$ cat config.mk
export PLATFORM = sky130hd
export DESIGN_NAME = bfbr_exec
export DESIGN_NICKNAME = d
export VERILOG_FILES = /design/src/rtl/bfbr_pkg.sv /design/src/rtl/bfbr_exec.sv
export SDC_FILE = /design/constraint.sdc
export NUM_CORES = 1
export LEC_CHECK = 0
export BUFFER_PORTS_ARGS = -buffer_cell sky130_fd_sc_hd__buf_2
export CORE_UTILIZATION = 40
export DETAILED_ROUTE_END_ITERATION = 7
export GPL_TIMING_DRIVEN = 0
export PLACE_DENSITY_LB_ADDON = 0.12
export SYNTH_ARGS = -nofsm -noshare
export SYNTH_HDL_FRONTEND = slang
export SYNTH_SLANG_ARGS = --single-unit
$ cat constraint.sdc
create_clock -name clock_in -period 6.2 [get_ports clock_in]
set_clock_uncertainty 0.2 [all_clocks]
set_input_delay 0.62 -clock clock_in [delete_from_list [all_inputs] [get_ports clock_in]]
set_output_delay 0.62 -clock clock_in [all_outputs]
set_load 0.01 [all_outputs]
$ cat src/rtl/bfbr_pkg.sv
// Package holding operation codes, field limits and register numbers of the bitfield and
// jump execution unit.
// Assumes the decode stage delivers one decoded operation per cycle with operands read.
package bfbr_pkg;
  // Decoded operations handled by the unit.
  typedef enum logic [3:0] {
    BFBR_NOP, BFBR_FIELD_CLEAR, BFBR_FIELD_INSERT, BFBR_SIGNED_EXTRACT,
    BFBR_UNSIGNED_EXTRACT, BFBR_SIGN_WIDEN_BYTE, BFBR_ZERO_WIDEN_BYTE,
    BFBR_SIGN_WIDEN_HALF, BFBR_ZERO_WIDEN_HALF, BFBR_REL_JUMP, BFBR_CALL_REL_JUMP,
    BFBR_REG_JUMP, BFBR_REG_CALL, BFBR_ZERO_TEST_JUMP, BFBR_NONZERO_TEST_JUMP
  } bfbr_op_t;
  localparam int unsigned DATA_W = 32;
  localparam logic [3:0] RETURN_ADDR_IDX = 4'hE;
  localparam logic [3:0] COND_ALWAYS = 4'hE;
  localparam logic [31:0] INSTR_STEP = 32'h0000_0004;
  // Relative offset limits in bytes: one and sixteen megabytes.
  localparam logic signed [31:0] RANGE_NEAR = 32'sh0010_0000;
  localparam logic signed [31:0] RANGE_FAR = 32'sh0100_0000;
  localparam logic [4:0] ROT_STEP_BITS = 5'h08;
  localparam int unsigned BYTE_W = 8;
  localparam int unsigned HALF_W = 16;
  // Most instructions one conditional block can cover.
  localparam logic [2:0] BLOCK_MAX = 3'h4;
endpackage

$ cat src/rtl/bfbr_exec.sv
// Execution unit for bitfield, widening and jump operations, one operation per cycle.
// Assumes operands, flags and block start requests arrive from decode each cycle; the conditional block state is tracked here.
`timescale 1ns/1ps
module bfbr_exec (
  input wire logic clock_in,
  input wire logic rst_n_in,
  input wire logic op_valid_in,
  input wire bfbr_pkg::bfbr_op_t op_in,
  input wire logic [3:0] cond_in,
  input wire logic block_start_in,
  input wire logic [2:0] block_len_in,
  input wire logic [3:0] block_then_mask_in,
  input wire logic [3:0] flags_in,
  input wire logic [31:0] dest_val_in,
  input wire logic [31:0] first_src_in,
  input wire logic [31:0] operand_in,
  input wire logic [4:0] field_low_pos_in,
  input wire logic [5:0] field_width_in,
  input wire logic [1:0] rotate_sel_in,
  input wire logic [31:0] pc_in,
  input wire logic [31:0] rel_offset_in,
  output logic wr_en_out,
  output logic [31:0] wr_data_out,
  output logic ret_wr_en_out,
  output logic [31:0] ret_data_out,
  output logic [3:0] ret_idx_out,
  output logic pc_load_out,
  output logic [31:0] pc_target_out,
  output logic misuse_fault_out,
  output logic range_err_out,
  output logic [3:0] flags_out
);
  // Mask of width ones starting at position; width zero gives an empty mask.
  function automatic logic [31:0] field_mask(input logic [4:0] pos, input logic [5:0] wid);
    logic [32:0] ones;
    // A lone bit at position wid, less one, leaves wid low ones; wid of 32 fills the word.
    ones = (33'h1_0000_0000 >> (6'h20 - wid)) - 33'h0_0000_0001;
    field_mask = ones[31:0] << pos;
  endfunction

  // Evaluate a four bit condition code against the N Z C V flags.
  function automatic logic cond_pass(input logic [3:0] c, input logic [3:0] f);
    logic base;
    base = 1'b1;
    case (c[3:1])
      3'h0: base = f[2];
      3'h1: base = f[1];
      3'h2: base = f[3];
      3'h3: base = f[0];
      3'h4: base = f[1] & ~f[2];
      3'h5: base = f[3] == f[0];
      3'h6: base = ~f[2] & (f[3] == f[0]);
      default: base = 1'b1;
    endcase
    cond_pass = (c == bfbr_pkg::COND_ALWAYS || c == 4'hF) ? 1'b1 : base ^ c[0];
  endfunction

  // Conditional block tracking: condition, remaining count and then/else pattern.
  logic [3:0] blk_cond_q, blk_cond_d;
  logic [2:0] blk_left_q, blk_left_d;
  logic [3:0] blk_mask_q, blk_mask_d;
  wire logic in_block = blk_left_q != 3'h0;
  // Next block state; a start reloads it, else each valid operation inside a block consumes one slot, up to four.
  always_comb begin
    blk_cond_d = blk_cond_q;
    blk_left_d = blk_left_q;
    blk_mask_d = blk_mask_q;
    if (block_start_in) begin
      blk_cond_d = cond_in;
      blk_left_d = (block_len_in > bfbr_pkg::BLOCK_MAX) ? bfbr_pkg::BLOCK_MAX : block_len_in;
      blk_mask_d = block_then_mask_in;
    end else if (op_valid_in && in_block) begin
      blk_left_d = blk_left_q - 3'h1;
      blk_mask_d = {1'b0, blk_mask_q[3:1]};
    end
  end

  // Inside a block the slot's condition is the block condition or its inverse.
  wire logic [3:0] eff_cond = in_block ? {blk_cond_q[3:1], blk_cond_q[0] ^ ~blk_mask_q[0]}
                                      : cond_in;
  wire logic pass = cond_pass(eff_cond, flags_in);

  // Bitfield datapath.
  wire logic [31:0] fmask = field_mask(field_low_pos_in, field_width_in);
  wire logic [31:0] clear_res = dest_val_in & ~fmask;
  wire logic [31:0] ins_res = clear_res | ((first_src_in << field_low_pos_in) & fmask);
  wire logic [31:0] ext_raw = (first_src_in & fmask) >> field_low_pos_in;
  wire logic [5:0] top_pos = 6'(field_low_pos_in) + field_width_in - 6'h1;
  wire logic ext_sign = first_src_in[top_pos[4:0]];
  wire logic [31:0] wmask = field_mask(5'h00, field_width_in);
  wire logic [31:0] sext_res = ext_raw | ({32{ext_sign}} & ~wmask);
  wire logic [31:0] uext_res = ext_raw;

  // Widening datapath: rotate first, then take the byte or halfword.
  wire logic [4:0] rot_amt = 5'(rotate_sel_in) * bfbr_pkg::ROT_STEP_BITS;
  wire logic [31:0] rot_val = (operand_in >> rot_amt) | (operand_in << (6'h20 - 6'(rot_amt)));
  wire logic [31:0] sb_res = {{24{rot_val[7]}}, rot_val[7:0]};
  wire logic [31:0] zb_res = {24'h00_0000, rot_val[7:0]};
  wire logic [31:0] sh_res = {{16{rot_val[15]}}, rot_val[15:0]};
  wire logic [31:0] zh_res = {16'h0000, rot_val[15:0]};

  // Jump targets and checks.
  wire logic [31:0] reg_target = {first_src_in[31:1], 1'b0};
  wire logic tgt_bit0_clear = ~first_src_in[0];
  wire logic signed [31:0] soff = rel_offset_in;
  wire logic far_ok = (soff >= -bfbr_pkg::RANGE_FAR) && (soff < bfbr_pkg::RANGE_FAR);
  wire logic near_ok = (soff >= -bfbr_pkg::RANGE_NEAR) && (soff < bfbr_pkg::RANGE_NEAR);
  wire logic is_zero = first_src_in == 32'h0000_0000;
  wire logic [31:0] next_addr = pc_in + bfbr_pkg::INSTR_STEP;
  wire logic [31:0] rel_target = pc_in + rel_offset_in;

  // Decoded result for this cycle.
  logic wr_d, ret_d, pcl_d, flt_d, rng_d;
  logic [31:0] wdata_d, pct_d;
  always_comb begin
    wr_d = 1'b0;
    ret_d = 1'b0;
    pcl_d = 1'b0;
    flt_d = 1'b0;
    rng_d = 1'b0;
    wdata_d = 32'h0000_0000;
    pct_d = 32'h0000_0000;
    if (op_valid_in && pass) begin
      unique case (op_in)
        bfbr_pkg::BFBR_FIELD_CLEAR: begin wr_d = 1'b1; wdata_d = clear_res; end
        bfbr_pkg::BFBR_FIELD_INSERT: begin wr_d = 1'b1; wdata_d = ins_res; end
        bfbr_pkg::BFBR_SIGNED_EXTRACT: begin wr_d = 1'b1; wdata_d = sext_res; end
        bfbr_pkg::BFBR_UNSIGNED_EXTRACT: begin wr_d = 1'b1; wdata_d = uext_res; end
        bfbr_pkg::BFBR_SIGN_WIDEN_BYTE: begin wr_d = 1'b1; wdata_d = sb_res; end
        bfbr_pkg::BFBR_ZERO_WIDEN_BYTE: begin wr_d = 1'b1; wdata_d = zb_res; end
        bfbr_pkg::BFBR_SIGN_WIDEN_HALF: begin wr_d = 1'b1; wdata_d = sh_res; end
        bfbr_pkg::BFBR_ZERO_WIDEN_HALF: begin wr_d = 1'b1; wdata_d = zh_res; end
        bfbr_pkg::BFBR_REL_JUMP: begin
          // Outside a block a conditional jump has the short reach.
          if ((in_block || cond_in == bfbr_pkg::COND_ALWAYS) ? far_ok : near_ok) begin
            pcl_d = 1'b1;
            pct_d = rel_target;
          end else begin
            rng_d = 1'b1;
          end
        end
        bfbr_pkg::BFBR_CALL_REL_JUMP: begin
          if (far_ok) begin
            pcl_d = 1'b1;
            pct_d = rel_target;
            ret_d = 1'b1;
          end else begin
            rng_d = 1'b1;
          end
        end
        bfbr_pkg::BFBR_REG_JUMP, bfbr_pkg::BFBR_REG_CALL: begin
          if (tgt_bit0_clear) begin
            flt_d = 1'b1;
          end else begin
            pcl_d = 1'b1;
            pct_d = reg_target;
            ret_d = op_in == bfbr_pkg::BFBR_REG_CALL;
          end
        end
        bfbr_pkg::BFBR_ZERO_TEST_JUMP: begin pcl_d = is_zero; pct_d = rel_target; end
        bfbr_pkg::BFBR_NONZERO_TEST_JUMP: begin pcl_d = ~is_zero; pct_d = rel_target; end
        default: begin end
      endcase
    end
  end

  // Output and block state registers; flags pass through unchanged for every op.
  always_ff @(posedge clock_in) begin
    if (!rst_n_in) begin
      blk_cond_q <= 4'h0;
      blk_left_q <= 3'h0;
      blk_mask_q <= 4'h0;
      wr_en_out <= 1'b0;
      wr_data_out <= 32'h0000_0000;
      ret_wr_en_out <= 1'b0;
      ret_data_out <= 32'h0000_0000;
      ret_idx_out <= 4'h0;
      pc_load_out <= 1'b0;
      pc_target_out <= 32'h0000_0000;
      misuse_fault_out <= 1'b0;
      range_err_out <= 1'b0;
      flags_out <= 4'h0;
    end else begin
      blk_cond_q <= blk_cond_d;
      blk_left_q <= blk_left_d;
      blk_mask_q <= blk_mask_d;
      wr_en_out <= wr_d;
      wr_data_out <= wdata_d;
      ret_wr_en_out <= ret_d;
      ret_data_out <= next_addr;
      ret_idx_out <= bfbr_pkg::RETURN_ADDR_IDX;
      pc_load_out <= pcl_d;
      pc_target_out <= pct_d;
      misuse_fault_out <= flt_d;
      range_err_out <= rng_d;
      flags_out <= flags_in;
    end
  end

  chk_flags_kept: assert property (@(posedge clock_in) disable iff (!rst_n_in)
    rst_n_in |=> flags_out == $past(flags_in)) else $error("flags changed");
  chk_fault_no_jump: assert property (@(posedge clock_in) disable iff (!rst_n_in)
    misuse_fault_out |-> !pc_load_out && !ret_wr_en_out) else $error("fault with jump");
  chk_target_even: assert property (@(posedge clock_in) disable iff (!rst_n_in)
    (op_valid_in && pass && op_in == bfbr_pkg::BFBR_REG_JUMP && first_src_in[0])
    |=> pc_load_out && !pc_target_out[0]) else $error("odd jump target");
  chk_call_link: assert property (@(posedge clock_in) disable iff (!rst_n_in)
    ret_wr_en_out |-> pc_load_out && ret_idx_out == bfbr_pkg::RETURN_ADDR_IDX)
    else $error("link without jump");
  chk_zero_jump: assert property (@(posedge clock_in) disable iff (!rst_n_in)
    (op_valid_in && pass && op_in == bfbr_pkg::BFBR_ZERO_TEST_JUMP)
    |=> pc_load_out == $past(is_zero)) else $error("zero test wrong");
  chk_nonzero_jump: assert property (@(posedge clock_in) disable iff (!rst_n_in)
    (op_valid_in && pass && op_in == bfbr_pkg::BFBR_NONZERO_TEST_JUMP)
    |=> pc_load_out != $past(is_zero)) else $error("nonzero test wrong");
  chk_fail_quiet: assert property (@(posedge clock_in) disable iff (!rst_n_in)
    (op_valid_in && !pass) |=> !wr_en_out && !pc_load_out && !ret_wr_en_out)
    else $error("update on failed condition");
  chk_block_len: assert property (@(posedge clock_in) disable iff (!rst_n_in)
    blk_left_q <= 3'h4) else $error("block too long");
  chk_clear_field: assert property (@(posedge clock_in) disable iff (!rst_n_in)
    (op_valid_in && pass && op_in == bfbr_pkg::BFBR_FIELD_CLEAR)
    |=> (wr_data_out & $past(fmask)) == 32'h0000_0000) else $error("field not cleared");
endmodule

==> impl_results.md <==
- Async S/R FF share, synth: 0%
- FMAX: 169.0 MHz
- Rows: 68
- Pin count of the biggest net entering global routing: 29
- Fin util: 48.53%
- Clock sink count: 117
- Hold Path Class: input pin to flop
- Startpoint types: input pin
- Final WS setup: 0.2819 ns
- Core Area: 34710 µm²
- Post-synthesis average cell area: 7.329 µm²
- Area grow syn2layout: 18.86%
- Initial DRC count: 2956
- Critical path cell sequence: buf_2 -> buf_4 -> buf_2 -> buf_4 -> clkinvlp_4 -> clkbuf_2 -> ha_1 -> inv_1 -> ha_1 -> clkbuf_1 -> mux4_2 -> mux4_2 -> mux2i_2 -> nor2_1 -> a311oi_1 -> nand4_1 -> o31a_1
- WP data required: 6.35 ns
- Cell Pwr Density: 191.0 nW/µm²
- Mapped Nets: 2174
- Synth warn: 0
- GR Util met1: 58.59%
- Tmin final: 5.918 ns
- Die width: 190.2 µm
- Synth Register Bits: 117
- Final number of setup-violating endpoints: 0
- First-pass GRT wire length: 126.0 mm
- Critical Path AT: 6.07 ns
- Max_slew headroom: -3.265%
- Clock Tree Buf Depth: 2
- M3 GR Usage: 17.45%
- Layout cells sized above 1: 21.64%
- Final hold slack: 0.1796 ns
- CP Capture Type: flop
- Grt peak-use layer: met2
- Port buffer count: 292
- Max-Cap Viols: 1
- Final hold vios: 0
- Setup CP Type: input pin to flop
- Most common cell after layout, fill and taps aside: buf_2
- Gp weighted congestion: 1.061
- Post-Syn Area: 14170 µm²
- Worst slew pin tran: 1.540 ns
- Part of the cycle the worst path needs: 95.45%
- DR vias/cell: 7.214
- Post-synthesis cell type count: 94
- Final ANT Viol Nets: 0
- Vias in the first global route: 18320
- Synth Flop Type: dfxtp_1
- Most frequent cells in the layout: buf_2, nand2_1, nor2_1
- CTS buffer count: 17
- Hpwl dp: 71.19 mm
- Sum Neg Setup Slack: 0 ns
- CTS Root Cell: clkbuf_16
- Initial Util: 40.83%
- WP buf/inv: 8
- I/O pin count: 305
- Failing checks: design-rule violations, max-capacitance violations, max-slew violations
- Leak Pwr: 6.888 nW
- Crit-path leading delay family: buffers and inverters
- Global routing usage on met2: 71.32%
- Critical-path maximum fanout: 15
- Die area: 36190 µm²
- Max H-tree Level: 4
- Fin nets: 2482
- Initial antenna violation count: 6
- Max incr delay on CP: 0.58 ns
- Post-CTS Setup Bufs: 0
- Clk pin slew, worst setup/hold paths: 0.06 ns
- Critical-path top delay cell: mux4_2
- Max Transition Viols Final: 7
- Status: finished with violations
- Vias after detailed routing: 19590
- Syn Inst Count: 1934
- CTS tree: yes
- GRT Residual Overflow: 0
- Global-route usage over all layers: 48.53%
- Die Y: 190.2 µm
- # DRC: 12
- Unrepaired setup endpoints after global routing: no
- Post-synth EDFFs: 0
- DRT Pass-1 Iters: 8
- WL per Instance: 33.00 µm
- Worst-case vdd ir drop: 233.4 µV
- Sequential area share after synthesis: 16.53%
- Final WL: 89.60 mm
- Place WS: -1.965 ns
- Clk Latency, worst-skew pair: 0.47 ns
-- registers in the layout (all words and copies together), names as in the netlist --
signal,count
range_err_out,1
wr_data_out,32
pc_target_out,32
blk_mask_q,4
pc_load_out,1
misuse_fault_out,1
ret_idx_out,1
ret_wr_en_out,1
flags_out,4
blk_left_q,3
ret_data_out,32
blk_cond_q,4
wr_en_out,1
-- final cells by class --
type,instances,area [µm²]
fillers,3407,17870
multi-input cells,1613,10930
flip-flops and latches,117,2342
repair buffers,295,1485
plain buffers,153,742.0
well taps,455,569.3
clock buffers,17,425.4
inverters,45,172.7
clock inverters,15,170.2
diodes,5,12.51
-- timing repair --
action                     in CTS  in global routing
resized for setup               3                  6
setup endpoints to repair      32                 15
hold buffers                    0                  0
hold endpoints to repair        0                  0
-- cell usage after synthesis (14+ instances only) --
master / count / area [µm²]
a211oi_1: 32 / 240.2
o21a_1: 25 / 187.7
a31oi_1: 38 / 237.7
nor2_1: 179 / 671.9
a21oi_1: 133 / 665.6
a22oi_1: 25 / 187.7
a311oi_1: 16 / 140.1
nor4_1: 21 / 131.4
buf_2: 36 / 180.2
and2_1: 38 / 237.7
ha_1: 42 / 525.5
mux4_2: 40 / 900.9
nand2b_1: 17 / 106.4
a21o_1: 22 / 165.2
o21ai_0: 111 / 555.5
buf_1: 14 / 52.55
a221oi_1: 14 / 122.6
nor2b_1: 22 / 137.6
clkbuf_1: 90 / 337.8
nand3_1: 85 / 425.4
mux2_2: 20 / 225.2
o211ai_1: 35 / 262.8
xnor2_1: 31 / 271.5
nand2_1: 211 / 792.0
a211o_1: 15 / 131.4
nor3_1: 50 / 250.2
mux2i_1: 40 / 400.4
dfxtp_1: 117 / 2342
nand4_1: 24 / 150.1
o31ai_1: 20 / 150.1
inv_1: 43 / 161.4
and3_1: 29 / 181.4
xor2_1: 28 / 245.2
-- final timing paths --
path	startpoint	end	slack, ns	depth (start not counted)
hold reg to reg	blk_cond_q[3]	blk_cond_q[3]	0.31	2
setup / recovery	field_low_pos_in[0]	wr_data_out[2]	0.28	17
hold / removal	rst_n_in	ret_idx_out[2]	0.18	1
setup reg to reg	blk_left_q[0]	wr_data_out[9]	1.70	13
-- power by group --
part	switching, W	leakage (nW)	internal [W]
Clock	0.000473	0.287	0.000601
Sequential	0.00000904	0.955	0.000776
Combinational	0.000917	5.65	0.000443
Total	0.00140	6.89	0.00182
-- kinds of logic after synthesis --
family	Yosys count	synth area share, %
xor gates and xnor gates	59	3.646
muxes	100	10.77
buffers and inverters	204	6.515
DFF	117	16.53
other	1	0.02646
adders and majority gates	44	3.990
AOI/OAI and AO/OA	669	33.18
and+or+nand+nor	740	25.34
-- layer usage --
| layer | routed length, µm | part of all wire, % |
|---|---|---|
| met4 | 7048 | 7.9 |
| met1 | 32930 | 37 |
| met2 | 37170 | 41 |
| met3 | 12390 | 14 |
| met5 | 67 | 0.075 |
-- metrics by stage --
stage / instances / area, µm² / total power [W]
after detailed placement: 2684 / 16240 / 0.002071
after global routing: 2710 / 16830 / 0.003283
after CTS: 2713 / 16830 / 0.003132
after floorplan: 1934 / 14170 / 0.001553
final: 2715 / 16850 / 0.003219
after global placement: 2681 / 16200 / 0.002060
Note: power is estimated with default switching activity, not from simulation.
